--- config.mk ---
export PLATFORM = sky130hd
export DESIGN_NAME = bst_tap
export DESIGN_NICKNAME = d
export VERILOG_FILES = /design/src/core/bst_pkg.sv /design/src/core/bst_tap.sv
export SDC_FILE = /design/constraint.sdc
export NUM_CORES = 1
export LEC_CHECK = 0
export BUFFER_PORTS_ARGS = -buffer_cell sky130_fd_sc_hd__buf_2
export CAP_MARGIN = 40
export CORE_MARGIN = 2
export CORE_UTILIZATION = 35
export CTS_BUF_LIST = sky130_fd_sc_hd__clkbuf_16
export DETAILED_ROUTE_END_ITERATION = 8
export RECOVER_POWER = 100
export SYNTH_ARGS = -nofsm -noshare
export SYNTH_HDL_FRONTEND = slang
export SYNTH_SLANG_ARGS = --single-unit
--- constraint.sdc ---
create_clock -name clock -period 2.35 [get_ports clock]
set_input_delay 0.47 -clock clock [delete_from_list [all_inputs] [get_ports clock]]
set_output_delay 0.47 -clock clock [all_outputs]
set_load 0.005 [all_outputs]
--- src/core/bst_pkg.sv ---
package bst_pkg;

   // instruction codes
   localparam logic [3:0] INSTR_EXTEST     = 4'h0;
   localparam logic [3:0] INSTR_IDCODE     = 4'h1;
   localparam logic [3:0] INSTR_SAMPLE     = 4'h2;
   localparam logic [3:0] INSTR_CHIP_RESET = 4'hC;
   localparam logic [3:0] INSTR_BYPASS     = 4'hF;
   localparam logic [3:0] IR_CAPTURE_VALUE = 4'h1;

   // identification fields, values arbitrary
   localparam logic [3:0]  ID_VERSION      = 4'h0;
   localparam logic [15:0] ID_PART_NUMBER  = 16'h5A5A;
   localparam logic [10:0] ID_MANUFACTURER = 11'h123;

   // boundary chain shape: four cells per pin
   localparam int PIN_COUNT   = 8;
   localparam int CELLS       = 4;
   localparam int CHAIN_LEN   = PIN_COUNT * CELLS;
   localparam int CELL_IN     = 0;
   localparam int CELL_OUT    = 1;
   localparam int CELL_CTRL   = 2;
   localparam int CELL_PULLUP = 3;

   // bus register map
   localparam logic [7:0] ADDR_CONTROL = 8'h00;
   localparam logic [7:0] ADDR_STATUS  = 8'h04;
   localparam logic [7:0] ADDR_IDCODE  = 8'h08;
   localparam int CTRL_DISABLE_BIT    = 0;
   localparam logic CTRL_DISABLE_RESET = 1'b0;
   localparam int STAT_STATE_LSB      = 0;
   localparam int STAT_INSTR_LSB      = 16;
   localparam int STAT_ENABLED_BIT    = 20;
   localparam int STAT_CHIP_RESET_BIT = 21;
   localparam int STAT_EXTEST_BIT     = 22;

   // reset time-out after release, chosen by the clock-option fuse
   localparam int CLOCK_PERIOD_NS      = 25;
   localparam int TIMEOUT_SHORT_NS     = 1000;
   localparam int TIMEOUT_LONG_NS      = 64000;
   localparam int TIMEOUT_SHORT_CYCLES = (TIMEOUT_SHORT_NS + CLOCK_PERIOD_NS - 1) / CLOCK_PERIOD_NS;
   localparam int TIMEOUT_LONG_CYCLES  = (TIMEOUT_LONG_NS + CLOCK_PERIOD_NS - 1) / CLOCK_PERIOD_NS;
   localparam int TIMEOUT_WIDTH        = 12;

   typedef enum logic [15:0] {
      TAP_RESET      = 16'h0001,
      TAP_IDLE       = 16'h0002,
      TAP_SELECT_DR  = 16'h0004,
      TAP_CAPTURE_DR = 16'h0008,
      TAP_SHIFT_DR   = 16'h0010,
      TAP_EXIT1_DR   = 16'h0020,
      TAP_PAUSE_DR   = 16'h0040,
      TAP_EXIT2_DR   = 16'h0080,
      TAP_UPDATE_DR  = 16'h0100,
      TAP_SELECT_IR  = 16'h0200,
      TAP_CAPTURE_IR = 16'h0400,
      TAP_SHIFT_IR   = 16'h0800,
      TAP_EXIT1_IR   = 16'h1000,
      TAP_PAUSE_IR   = 16'h2000,
      TAP_EXIT2_IR   = 16'h4000,
      TAP_UPDATE_IR  = 16'h8000
   } bst_state_type;

   typedef struct packed {
      logic [PIN_COUNT-1:0] pullupDisable;
      logic [PIN_COUNT-1:0] outCtrl;
      logic [PIN_COUNT-1:0] outData;
   } bst_pins_type;

endpackage : bst_pkg

--- src/core/bst_tap.sv ---
// Added by the designer: the AHB-Lite slave port and the register addresses.
`timescale 1ns/1ps

module bst_tap
   import bst_pkg::*;
(
   // system
   input  wire  logic                  clock,
   input  wire  logic                  reset,
   // ahb-lite slave
   input  wire  logic                  hsel,
   input  wire  logic [31:0]           haddr,
   input  wire  logic [1:0]            htrans,
   input  wire  logic                  hwrite,
   input  wire  logic [2:0]            hsize,
   input  wire  logic [31:0]           hwdata,
   input  wire  logic                  hready,
   output logic       [31:0]           hrdata,
   output logic                        hreadyout,
   output logic                        hresp,
   // test access port
   input  wire  logic                  tck,
   input  wire  logic                  tms,
   input  wire  logic                  tdi,
   output logic                        tdo,
   output logic                        tdoEnable,
   // fuses and external reset
   input  wire  logic                  testPortEnableFuse,
   input  wire  logic                  clockOptionFuse,
   input  wire  logic                  externalReset_n,
   // core side of the pins
   input  wire  bst_pins_type          corePins,
   output logic                        chipReset,
   // package pins
   input  wire  logic [PIN_COUNT-1:0]  pinIn,
   output bst_pins_type                pinDrive
);

   // synchronisers: first stage feeds only the second
   logic [4:0]           syncA;
   logic [4:0]           syncB;
   logic [PIN_COUNT-1:0] pinSyncA;
   logic [PIN_COUNT-1:0] pinSyncB;
   logic                 tckDelay;

   always_ff @(posedge clock) begin
      syncA    <= {testPortEnableFuse, externalReset_n, tdi, tms, tck};
      syncB    <= syncA;
      pinSyncA <= pinIn;
      pinSyncB <= pinSyncA;
      tckDelay <= syncB[0];
   end

   wire tckS      = syncB[0];
   wire tmsS      = syncB[1];
   wire tdiS      = syncB[2];
   wire extResetS = ~syncB[3];
   wire fuseS     = syncB[4];
   // the system clock oversamples tck; any tck below 20 MHz is seen
   wire tckRise   = tckS & ~tckDelay;
   wire tckFall   = ~tckS & tckDelay;

   // bus registers
   logic          disableBit;
   logic          busWrite;
   logic [7:0]    busAddr;

   wire portEnabled = fuseS & ~disableBit;

   // controller
   bst_state_type state;
   bst_state_type next_state;

   always_comb begin
      case (state)
         TAP_RESET:      next_state = tmsS ? TAP_RESET     : TAP_IDLE;
         TAP_IDLE:       next_state = tmsS ? TAP_SELECT_DR : TAP_IDLE;
         TAP_SELECT_DR:  next_state = tmsS ? TAP_SELECT_IR : TAP_CAPTURE_DR;
         TAP_CAPTURE_DR: next_state = tmsS ? TAP_EXIT1_DR  : TAP_SHIFT_DR;
         TAP_SHIFT_DR:   next_state = tmsS ? TAP_EXIT1_DR  : TAP_SHIFT_DR;
         TAP_EXIT1_DR:   next_state = tmsS ? TAP_UPDATE_DR : TAP_PAUSE_DR;
         TAP_PAUSE_DR:   next_state = tmsS ? TAP_EXIT2_DR  : TAP_PAUSE_DR;
         TAP_EXIT2_DR:   next_state = tmsS ? TAP_UPDATE_DR : TAP_SHIFT_DR;
         TAP_UPDATE_DR:  next_state = tmsS ? TAP_SELECT_DR : TAP_IDLE;
         TAP_SELECT_IR:  next_state = tmsS ? TAP_RESET     : TAP_CAPTURE_IR;
         TAP_CAPTURE_IR: next_state = tmsS ? TAP_EXIT1_IR  : TAP_SHIFT_IR;
         TAP_SHIFT_IR:   next_state = tmsS ? TAP_EXIT1_IR  : TAP_SHIFT_IR;
         TAP_EXIT1_IR:   next_state = tmsS ? TAP_UPDATE_IR : TAP_PAUSE_IR;
         TAP_PAUSE_IR:   next_state = tmsS ? TAP_EXIT2_IR  : TAP_PAUSE_IR;
         TAP_EXIT2_IR:   next_state = tmsS ? TAP_UPDATE_IR : TAP_SHIFT_IR;
         TAP_UPDATE_IR:  next_state = tmsS ? TAP_SELECT_DR : TAP_IDLE;
         default:        next_state = TAP_RESET;
      endcase
   end

   // a disabled port is parked in reset
   always_ff @(posedge clock) begin
      if (reset || !portEnabled) begin
         state <= TAP_RESET;
      end else if (tckRise) begin
         state <= next_state;
      end
   end

   // instruction register
   logic [3:0] irShift;
   logic [3:0] instr;

   wire inShiftIr = state == TAP_SHIFT_IR;
   wire inShiftDr = state == TAP_SHIFT_DR;
   wire inCapDr   = state == TAP_CAPTURE_DR;
   wire inUpdDr   = state == TAP_UPDATE_DR;

   always_ff @(posedge clock) begin
      if (reset || state == TAP_RESET) begin
         irShift <= IR_CAPTURE_VALUE;
         instr   <= INSTR_IDCODE;
      end else if (tckRise) begin
         if (state == TAP_CAPTURE_IR) begin
            irShift <= IR_CAPTURE_VALUE;
         end else if (inShiftIr) begin
            irShift <= {tdiS, irShift[3:1]};
         end else if (state == TAP_UPDATE_IR) begin
            instr <= irShift;
         end
      end
   end

   // data register selection; private and unused codes fall to bypass
   wire selExtest   = instr == INSTR_EXTEST;
   wire selSample   = instr == INSTR_SAMPLE;
   wire selChain    = selExtest | selSample;
   wire selId       = instr == INSTR_IDCODE;
   wire selReset    = instr == INSTR_CHIP_RESET;
   wire selBypass   = ~(selChain | selId | selReset);

   // identification register
   wire [31:0] idValue = {ID_VERSION, ID_PART_NUMBER, ID_MANUFACTURER, 1'b1};
   logic [31:0] idShift;

   always_ff @(posedge clock) begin
      if (reset) begin
         idShift <= '0;
      end else if (tckRise && selId) begin
         if (inCapDr) begin
            idShift <= idValue;
         end else if (inShiftDr) begin
            idShift <= {tdiS, idShift[31:1]};
         end
      end
   end

   // bypass register
   logic bypassBit;

   always_ff @(posedge clock) begin
      if (reset) begin
         bypassBit <= 1'b0;
      end else if (tckRise && selBypass) begin
         if (inCapDr) begin
            bypassBit <= 1'b0;
         end else if (inShiftDr) begin
            bypassBit <= tdiS;
         end
      end
   end

   // reset register: unlatched, so it bites mid-shift; the TAP keeps running
   logic resetBit;

   always_ff @(posedge clock) begin
      if (reset || state == TAP_RESET) begin
         resetBit <= 1'b0;
      end else if (tckRise && selReset && inShiftDr) begin
         resetBit <= tdiS;
      end
   end

   // boundary chain, cells per pin: input, data, control, pullup
   logic [CHAIN_LEN-1:0] bsShift;
   logic [CHAIN_LEN-1:0] bsLatch;
   logic [CHAIN_LEN-1:0] bsCapture;

   // loop over pins; chain samples the real pins and the drive on pinDrive
   always_comb begin
      bsCapture = '0;
      for (int p = 0; p < PIN_COUNT; p++) begin
         bsCapture[p*CELLS+CELL_IN]     = pinSyncB[p];
         bsCapture[p*CELLS+CELL_OUT]    = pinDrive.outData[p];
         bsCapture[p*CELLS+CELL_CTRL]   = pinDrive.outCtrl[p];
         bsCapture[p*CELLS+CELL_PULLUP] = pinDrive.pullupDisable[p];
      end
   end

   always_ff @(posedge clock) begin
      if (reset) begin
         bsShift <= '0;
         bsLatch <= '0;
      end else if (tckRise && selChain) begin
         if (inCapDr) begin
            bsShift <= bsCapture;
         end else if (inShiftDr) begin
            bsShift <= {tdiS, bsShift[CHAIN_LEN-1:1]};
         end else if (inUpdDr) begin
            bsLatch <= bsShift;
         end
      end
   end

   // tdo moves on the falling tck edge so the controller samples stable data
   logic drOut;
   assign drOut = selChain ? bsShift[0] :
                  selId    ? idShift[0] :
                  selReset ? resetBit   : bypassBit;

   always_ff @(posedge clock) begin
      if (reset || !portEnabled) begin
         tdo       <= 1'b0;
         tdoEnable <= 1'b0;
      end else if (tckFall) begin
         tdo       <= inShiftIr ? irShift[0] : drOut;
         tdoEnable <= inShiftIr | inShiftDr;
      end
   end

   // chip reset and its time-out
   logic [TIMEOUT_WIDTH-1:0] timeoutCount;
   wire resetSource = resetBit | extResetS;
   wire [TIMEOUT_WIDTH-1:0] timeoutLoad = clockOptionFuse ?
      TIMEOUT_WIDTH'(TIMEOUT_LONG_CYCLES) : TIMEOUT_WIDTH'(TIMEOUT_SHORT_CYCLES);

   always_ff @(posedge clock) begin
      if (reset || resetSource) begin
         timeoutCount <= timeoutLoad;
      end else if (timeoutCount != '0) begin
         timeoutCount <= timeoutCount - 1'b1;
      end
   end

   assign chipReset = resetSource | (timeoutCount != '0);

   // pin drive: EXTEST drives latches, otherwise reset floats, otherwise core
   bst_pins_type latchPins;

   always_comb begin
      for (int p = 0; p < PIN_COUNT; p++) begin
         latchPins.outData[p]       = bsLatch[p*CELLS+CELL_OUT];
         latchPins.outCtrl[p]       = bsLatch[p*CELLS+CELL_CTRL];
         latchPins.pullupDisable[p] = bsLatch[p*CELLS+CELL_PULLUP];
      end
   end

   // feeding reset straight through means no cycle of stray drive
   always_comb begin
      if (chipReset && !selExtest) begin
         pinDrive = '{pullupDisable: '1, outCtrl: '0, outData: '0};
      end else if (selExtest) begin
         pinDrive = latchPins;
      end else begin
         pinDrive = corePins;
      end
   end

   // ahb-lite slave, zero wait states
   wire [31:0] statusValue = {9'h000, selExtest, chipReset, portEnabled,
                              instr, state};
   wire        addrPhase   = hsel & htrans[1] & hready;
   wire [7:0]  reqAddr     = haddr[7:0];
   wire [31:0] readValue   = (reqAddr == ADDR_CONTROL) ? {31'h0, disableBit} :
                             (reqAddr == ADDR_STATUS)  ? statusValue :
                             (reqAddr == ADDR_IDCODE)  ? idValue : 32'h0;

   always_ff @(posedge clock) begin
      if (reset) begin
         busWrite <= 1'b0;
         busAddr  <= 8'h00;
         hrdata   <= 32'h0;
      end else begin
         busWrite <= addrPhase & hwrite;
         if (addrPhase) begin
            busAddr <= reqAddr;
         end
         if (addrPhase && !hwrite) begin
            hrdata <= readValue;
         end
      end
   end

   always_ff @(posedge clock) begin
      if (reset) begin
         disableBit <= CTRL_DISABLE_RESET;
      end else if (busWrite && busAddr == ADDR_CONTROL) begin
         disableBit <= hwdata[CTRL_DISABLE_BIT];
      end
   end

   assign hreadyout = 1'b1;
   assign hresp     = 1'b0;

endmodule : bst_tap

==> results by group, run 1 <==
STA
  – Setup-failing EPs final: 99
  – Worst slew pin tran: 0.938 ns
  – Final period util: 119%
  – Final Max Slew Viols: 0
  – Final Hold Fails: 0
  – Final WS setup: -0.435 ns
  – Clock skew: 0.0120 ns
  – Fmax: 0.359 GHz
  – Setup_tns: -13.67 ns
  – Unrepaired setup endpoints after global routing: true
  – Rel. slew slack: a little under two fifths
  – Tmin final: 2.78 ns

Layout
  – Post-Layout Cell Count: 1,371
  – Synthesis-to-layout area growth: 23.9%
  – Final Util: 44.4%
  – Layout Nets: 1,188
  – Ratio of cells with drive above 1 in the final layout: 22.3%
  – Ant diodes: 0

Logic synthesis
  – Distinct cells, synth: 54
  – Post-synthesis cell area: 0.00814 mm²
  – Number of synthesized flops with an enable pin: 12
  – Synthesized flop and latch total: 189
  – Yosys warning count: 0
  – Post-synthesis async set-or-reset flop share: 0%
  – Top_reg_cell synth: dfxtp_1
  – Syn avg cell area: 8.61 µm²
  – Seq/Total Area, Yosys: 48.0%
  – Synthesized instance count: 945

GRT
  – First-pass GRT wire length: 32,500 µm
  – Vias in the first global route: roughly 6,400
  – Largest net degree at the start of global routing: 56
  – Initial antenna violation count: 0
  – Global-route usage over all layers: between 10% and 20%
  – GR Overflow Total: 0

Detailed routing
  – Wire per inst: between 10 and 15 µm
  – # DRC: 0
  – Pre-Repair DR Iteration Count: 5
  – Vias: 6,948
  – Vias per cell: 5.07
  – Total Wirelength: just over 20,000 µm
  – Drt first-iter violations: 400
  – DRT antenna net count: 0

Floorplanning
  – Total core area: 0.0227 mm²
  – Starting Density: between 30% and 40%
  – Io pins: about 170
  – Die X: 156 µm
  – Row cnt: between 50 and 60
  – Area of the die: 0.0245 mm²
  – Die height: 156 µm

Placed design
  – DP Cell Count: 1,330
  – Post-DP HPWL: between 10,000 and 15,000 µm
  – Placer congestion estimate: 0.829
  – PortBufs: ~110
  – Post-Place Worst Slack: -0.0617 ns

Critical path
  – CP max stage delay: 0.57 ns
  – Worst path cell trace: or4_4 > nor4bb_4 > buf_6 > buf_8 > a31oi_1 > inv_1 > buf_2
  – Cells on worst reg2reg path: 6
  – Family with the most delay on the worst path: simple AND/OR/NAND/NOR gates
  – Worst path buffer plus inverter count: 4
  – R2R setup slack: -0.13 ns
  – Crit path launch: timeoutCount[8]
  – CP max FO: 6
  – WP data arrival: 2.31 ns
  – Crit end category: output port
  – Crit path to: pinDrive[10]
  – Slowest CP cell: or4_4
  – Crit path kind: register to output port
  – RR Endpoint: bsShift[5]
  – Req. time, crit path: roughly 1.9 ns
  – Startpoint class of the critical path: register
  – Total stage count of the critical path: 7
  – Worst reg2reg startpoint: state[12]

Power and ir drop
  – Switching portion of total power: between 20% and 30%
  – Power, Total: 6.28 mW
  – Maximum VDD drop: 0.511 mV
  – Comb power frac: 4.7%
  – PD cells: a little over 600 mW/mm²
  – Seq pwr share: 52.8%
  – Clock Power Share: 42.5%
  – Switching component of the power: 1.45 mW
  – Leak: 3.71 nW
  – Int Pwr: 4.83 mW

Flow run
  – Max-cap violation count: 0

Status
  – Status: complete, but fails checks
  – Failing checks: negative setup slack

Clock tree
  – CTS Buffer Depth: 2
  – CTS clk-pin slew, worst paths: around 0.070 ns
  – CTS tree: built
  – CTS Hold Bufs: 0
  – Insertion delay to the later sink of the worst-skew pair: 0.43 ns
  – H-tree Lvls: 4
  – Total CTS buffers: 17
  – CTS root buffer: clkbuf_16
  – Clock Sinks: 189

Min path
  – HP Class: input pin to register
how the worst min path moves through the flow:
stage                      from          end  slack (ns)  cells past startpoint
floorplan           pinSyncA[0]  pinSyncB[0]        0.31                      0
global placement    pinSyncA[4]  pinSyncB[4]        0.31                      0
detailed placement     syncA[0]     syncB[0]        0.31                      0
CTS                         tck     syncA[0]        0.11                      1
global route                tck     syncA[0]        0.12                      1
finish                      tms     syncA[1]        0.14                      1
synthesized netlist by cell type (all sizes together), types with 2 or more instances:
| master | count | area, µm² |
|---|---|---|
| a211o | 15 | 131 |
| a211oi | 18 | 135 |
| a21oi | 79 | 395 |
| a22oi | 8 | 60.1 |
| a311o | 4 | 40.0 |
| a311oi | 8 | 70.1 |
| a31oi | 16 | 100 |
| and2 | 15 | 93.8 |
| and3 | 3 | 18.8 |
| and4 | 2 | 17.5 |
| buf | 37 | 233 |
| clkbuf | 47 | 176 |
| conb | 2 | 7.51 |
| dfxtp | 177 | 3540 |
| edfxtp | 12 | 360 |
| ha | 2 | 25.0 |
| inv | 16 | 60.1 |
| mux2i | 39 | 390 |
| nand2 | 115 | 432 |
| nand2b | 8 | 50.1 |
| nand3 | 40 | 200 |
| nand3b | 3 | 22.5 |
| nand4 | 6 | 37.5 |
| nand4b | 5 | 58.8 |
| nor2 | 145 | 544 |
| nor2b | 4 | 25.0 |
| nor3 | 40 | 265 |
| nor3b | 4 | 30.0 |
| nor4 | 11 | 126 |
| nor4b | 8 | 70.1 |
| nor4bb | 2 | 20.0 |
| o21ai | 13 | 65.1 |
| o22ai | 2 | 12.5 |
| o31ai | 3 | 22.5 |
| or2 | 2 | 12.5 |
| or3 | 4 | 25.0 |
| or3b | 2 | 17.5 |
| or4 | 7 | 52.6 |
| xnor2 | 4 | 35.0 |
| xor2 | 10 | 87.6 |
flip-flops by register name, indices dropped and copies added, names as in the netlist, 8 cells and up:
register	count
pinSyncB	8
idShift	32
hrdata	24
busAddr	8
pinSyncA	8
state	16
bsShift	32
timeoutCount	12
bsLatch	24
cell families (layout without fill, tap and decap cells):
group,Yosys count,in the layout,share of synthesized area (%)
flops,189,189,48.0
mux,39,39,4.80
compound gates,170,170,13.1
simple gates,429,429,26.4
xor+xnor,14,14,1.51
buf+inv,100,235,5.77
other cells,2,8,0.0923
fa+ha+maj,2,2,0.308
per-stage QoR:
step                hold WS, ns  instance area (µm²)
floorplan                 0.310                 8160
CTS                       0.115                 9930
global placement          0.311                 9320
global route              0.120                10100
finish                    0.136                10100
detailed placement        0.312                 9320
power groups by stage:
stage / Combinational (mW) / Sequential [mW] / Clock (mW)
3_5_place_dp: 0.285 / 3.39 / 0
5_1_grt: 0.329 / 3.32 / 2.86
4_1_cts: 0.292 / 3.32 / 2.74
6_report: 0.296 / 3.31 / 2.67
3_3_place_gp: 0.284 / 3.39 / 0
2_1_floorplan: 0.163 / 3.38 / 0
what timing repair did:
item	in CTS	in global routing
resized for setup	11	30
buffers inserted	3	5
gates cloned	1	1
pin swaps	2	18
endpoints found under the setup margin	43	51
endpoints found under the hold margin	0	0
layout by cell type (no fill, tap or decap), drive strengths merged, types with 4 or more instances in the layout:
cell type,n
or3,4
nand4,6
clkinv,6
conb,8
a311o,4
nor4b,8
o21ai,13
nor4,11
nand2b,8
clkbuf,41
nand2,115
nor3,40
a311oi,8
a22oi,8
or4,7
nand3,40
xnor2,4
mux2i,39
edfxtp,12
and2,15
a21oi,79
nor2,145
a211oi,18
nor2b,4
nor3b,4
a211o,15
a31oi,16
nand4b,5
dfxtp,177
xor2,10
buf,165
inv,21
area by class of cell:
| cell class | count | area, µm² |
|---|---|---|
| inverter | 16 | 60.1 |
| tap | 285 | 357 |
| fill | 2300 | 12600 |
| clock inverter | 13 | 91.3 |
| sequential | 189 | 3900 |
| multi-input combinational | 662 | 3940 |
| clock buffer | 18 | 450 |
| timing repair buffer | 188 | 1280 |
routing by layer:
layer / up-vias / GRT usage [%] / wire length, µm
met1: 3298 / 22.8 / 9980
li1: 3521 / - / -
met2: 114 / 26.8 / 9560
met3: 15 / 2.85 / 565
met4: 0 / 4.63 / 176
met5: - / 0 / 0
No activity file was read; power rests on OpenSTA's default activity.
==> run 2: changes to the inputs <==
- ABC_AREA: not set -> 1
==> run 2 against run 1 <==
Effect of this change: critical path type unchanged; clock skew shrank 0.00083 ns; critical endpoint is now pinDrive[15]; the flow still finishes with violations (negative setup slack); global-route usage fell by 0.33 points; largest cell class is now registers; non-clock buffer count decreased by 51; via count up 8.3%; die area is 4.1% higher.
==> results by group, run 2 <==
Floorplanning
  – Starting Density: 35.9% (was 35.8%)
  – Area of the die: 0.0255 mm² (was 0.0245 mm²)
  – Die X: 160 µm (was 156 µm)
  – Die height: 160 µm (was 156 µm)
  – Io pins: 173 (unchanged)
  – Row cnt: 56 (was 55)
  – Total core area: 0.0236 mm² (was 0.0227 mm²)

STA
  – Min Hold Slack: 0.134 ns (was 0.136 ns)
  – Worst slew pin tran: 0.664 ns (was 0.938 ns)
  – Fmax: 0.409 GHz (was 0.359 GHz)
  – Final Hold Fails: 0 (unchanged)
  – Final WS setup: -0.0968 ns (was -0.435 ns)
  – Unrepaired setup endpoints after global routing: true (unchanged)
  – Rel. slew slack: 55.7% (was 37.5%)
  – Final period util: 104% (was 119%)
  – Setup-failing EPs final: 18 (was 99)
  – Clock skew: 0.0111 ns (was 0.0120 ns)
  – Tmin final: 2.45 ns (was 2.78 ns)
  – Final Max Slew Viols: 0 (unchanged)

Layout
  – Most frequent cells in the layout: nand2_1 (288), dfxtp_1 (174), nor2_1 (138) (was dfxtp_1 (177), nor2_1 (145), nand2_1 (114))
  – Ratio of cells with drive above 1 in the final layout: 15.6% (was 22.3%)
  – Post-route cell area: 0.00999 mm² (was 0.0101 mm²)
  – Layout Nets: 1,394 (was 1,188)
  – Largest registers: bsShift: 32 flops, idShift: 32 flops (unchanged)
  – # fillers: 2,488 (was 2,300)
  – Ant diodes: 0 (unchanged)
  – Commonest non-fill, non-tap cell in the layout: nand2_1 (was dfxtp_1)
  – Synthesis-to-layout area growth: 17.8% (was 23.9%)

GRT
  – GR Overflow Total: 0 (unchanged)
  – Initial antenna violation count: 0 (unchanged)
  – Vias in the first global route: 6,902 (was 6,435)
  – Largest net degree at the start of global routing: 49 (was 56)
  – First-pass GRT wire length: 34,100 µm (was 32,500 µm)
  – Global-route usage over all layers: 16.3% (was 16.6%)

Placed design
  – Placer congestion estimate: 0.819 (was 0.829)
  – Post-Place Worst Slack: 0.191 ns (was -0.0617 ns)
  – PortBufs: 105 (unchanged)
  – Post-DP Area: 0.00924 mm² (was 0.00932 mm²)
  – Post-DP HPWL: 14,300 µm (was 13,500 µm)

Detailed routing
  – # DRC: 0 (unchanged)
  – DRT antenna net count: 0 (unchanged)
  – Wire per inst: 12.8 µm (was 14.8 µm)
  – Drt first-iter violations: 444 (was 400)
  – Vias per cell: 4.67 (was 5.07)
  – Vias: 7,522 (was 6,948)
  – Total Wirelength: 20,600 µm (was 20,300 µm)
  – Pre-Repair DR Iteration Count: 5 (unchanged)

Logic synthesis
  – Synthesized instance count: 1,184 (was 945)
  – Number of synthesized flops with an enable pin: 12 (unchanged)
  – Synth top area share: 41.8% (was 43.6%)
  – Seq/Total Area, Yosys: 46.0% (was 48.0%)
  – Yosys warning count: 0 (unchanged)
  – Largest family of logic cells by synthesized area: simple AND/OR/NAND/NOR gates (unchanged)
  – Post-synthesis simple-gate area fraction: 26.7% (was 26.4%)
  – Synth area leaders: dfxtp_1 (42%), nand2_1 (13%), a21oi_1 (6.4%), nor2_1 (6.4%), inv_1 (5.8%) (was dfxtp_1 (44%), nor2_1 (6.7%), nand2_1 (5.3%), a21oi_1 (4.9%), mux2i_1 (4.8%))
  – Synthesized flop and latch total: 189 (unchanged)
  – Top_reg_cell synth: dfxtp_1 (unchanged)
  – Mux cell area share after synthesis: 0% (was 4.80%)
  – Syn avg cell area: 7.16 µm² (was 8.61 µm²)
  – Post-synthesis async set-or-reset flop share: 0% (unchanged)
  – Distinct cells, synth: 40 (was 54)
  – Compound-Gate Fraction of Synth Area: 15.9% (was 13.1%)
  – Most frequent cell after synthesis: nand2_1 (was dfxtp_1)
  – Post-synthesis cell area: 0.00848 mm² (was 0.00814 mm²)
  – XOR/XNOR Fraction of Synth Area: 0.310% (was 1.51%)
  – Top cells by count, synth: nand2_1 (289), dfxtp_1 (177), nor2_1 (144), inv_1 (131), a21oi_1 (108) (was dfxtp_1 (177), nor2_1 (145), nand2_1 (115), a21oi_1 (79), clkbuf_1 (47))
  – Yosys top cell by area: dfxtp_1 (unchanged)
  – Synthesized-area fraction occupied by adder cells: 0.295% (was 0.308%)

Clock tree
  – CTS root buffer: clkbuf_16 (unchanged)
  – CTS clk-pin slew, worst paths: 0.07 ns (about the same)
  – Clock Sinks: 189 (unchanged)
  – CTS tree: built (unchanged)
  – CTS Buffer Depth: 2 (unchanged)
  – H-tree Lvls: 4 (unchanged)
  – Insertion delay to the later sink of the worst-skew pair: 0.44 ns (was 0.43 ns)
  – Total CTS buffers: 17 (unchanged)
  – CTS Hold Bufs: 0 (unchanged)

Critical path
  – Crit path kind: register to output port (unchanged)
  – Worst path cell trace: or2_4 > nor3_4 > nand2_4 > nand2_4 > clkinvlp_4 > buf_12 > nor2_1 > buf_2 (was or4_4 > nor4bb_4 > buf_6 > buf_8 > a31oi_1 > inv_1 > buf_2)
  – CP max FO: 16 (was 6)
  – WP data arrival: 1.98 ns (was 2.31 ns)
  – Slowest CP cell: edfxtp_1 (was or4_4)
  – Family with the most delay on the worst path: simple AND/OR/NAND/NOR gates (unchanged)
  – Most frequent CP cell: nand2_4
  – Req. time, crit path: 1.88 ns (about the same)
  – Worst path buffer plus inverter count: 3 (was 4)
  – Startpoint class of the critical path: register (unchanged)
  – Crit end category: output port (unchanged)
  – CP max stage delay: 0.40 ns (was 0.57 ns)

Min path
  – HP Class: input pin to register (unchanged)

Status
  – Failing checks: negative setup slack (unchanged)
  – Status: complete, but fails checks (unchanged)

Power and ir drop
  – Seq pwr share: 50.3% (was 52.8%)
  – Clock Power Share: 44.7% (was 42.5%)
  – Maximum VDD drop: 0.455 mV (was 0.511 mV)
  – PD cells: 659 mW/mm² (was 624 mW/mm²)
  – Switching component of the power: 1.50 mW (was 1.45 mW)
  – Switching portion of total power: 22.7% (was 23.1%)
  – Int Pwr: 5.08 mW (was 4.83 mW)
  – Comb power frac: 5.0% (was 4.7%)
  – Leak: 4.39 nW (was 3.71 nW)

Flow run
  – Max-cap violation count: 0 (unchanged)
-- run 2: metrics by stage --
| stage | utilization [%] | std cells | TNS, ns | power [mW] |
|---|---|---|---|---|
| floorplan | - | 1190 | 0 | 3.58 |
| global placement | 39.1 | 1569 | 0 | 3.68 |
| detailed placement | 39.1 | 1569 | 0 | 3.68 |
| CTS | 42.0 | 1606 | -1.50 | 6.64 |
| global route | 42.3 | 1611 | -3.49 | 6.82 |
| finish | 42.3 | 1611 | -1.42 | 6.58 |
-- run 2: cell type report --
type	count	area (µm²)	share of cell area [%]
Timing Repair Buffer	137	808	8.09
Tap cell	319	399	4.00
Clock buffer	17	425	4.26
Inverter	141	536	5.36
Multi-Input combinational cell	794	3740	37.5
Clock inverter	14	169	1.69
Sequential cell	189	3910	39.1
-- run 2: logic make-up (layout without fill, tap and decap cells) --
logic type	after synthesis	in the layout
xor+xnor	3	3
flops	189	189
simple gates	536	536
compound gates	245	245
buf+inv	207	309
other cells	2	8
fa+ha+maj	2	2
-- run 2: path summary, 6_finish.rpt --
kind                                 startpoint            to  slack, ns  depth (start not counted)
worst max-delay path            timeoutCount[8]  pinDrive[15]       -0.1                          8
worst min-delay path                        tms      syncA[1]       0.13                          1
worst max register to register        state[10]   bsShift[31]       0.34                          9
worst min register to register      pinSyncA[1]   pinSyncB[1]       0.33                          0
-- run 2: power groups by stage --
stage	Sequential, mW	Combinational (mW)	Clock [mW]
CTS	3.31	0.315	3.01
detailed placement	3.38	0.300	0
global placement	3.38	0.298	0
global route	3.31	0.374	3.13
finish	3.31	0.328	2.94
floorplan	3.38	0.201	0
-- run 2: timing repair --
action / CTS / global route
endpoints found under the setup margin: 24 / 26
pin swaps: 3 / 4
resized for setup: 18 / 17
setup buffers: 6 / 5
-- run 2: metal layers --
layer / wire length [µm] / share of wire, % / global-route usage [%]
met3: 613 / 3.0 / 2.75
met5: 0 / 0 / 0
met2: 9630 / 47 / 26.4
met1: 9990 / 49 / 21.9
met4: 335 / 1.6 / 5.50
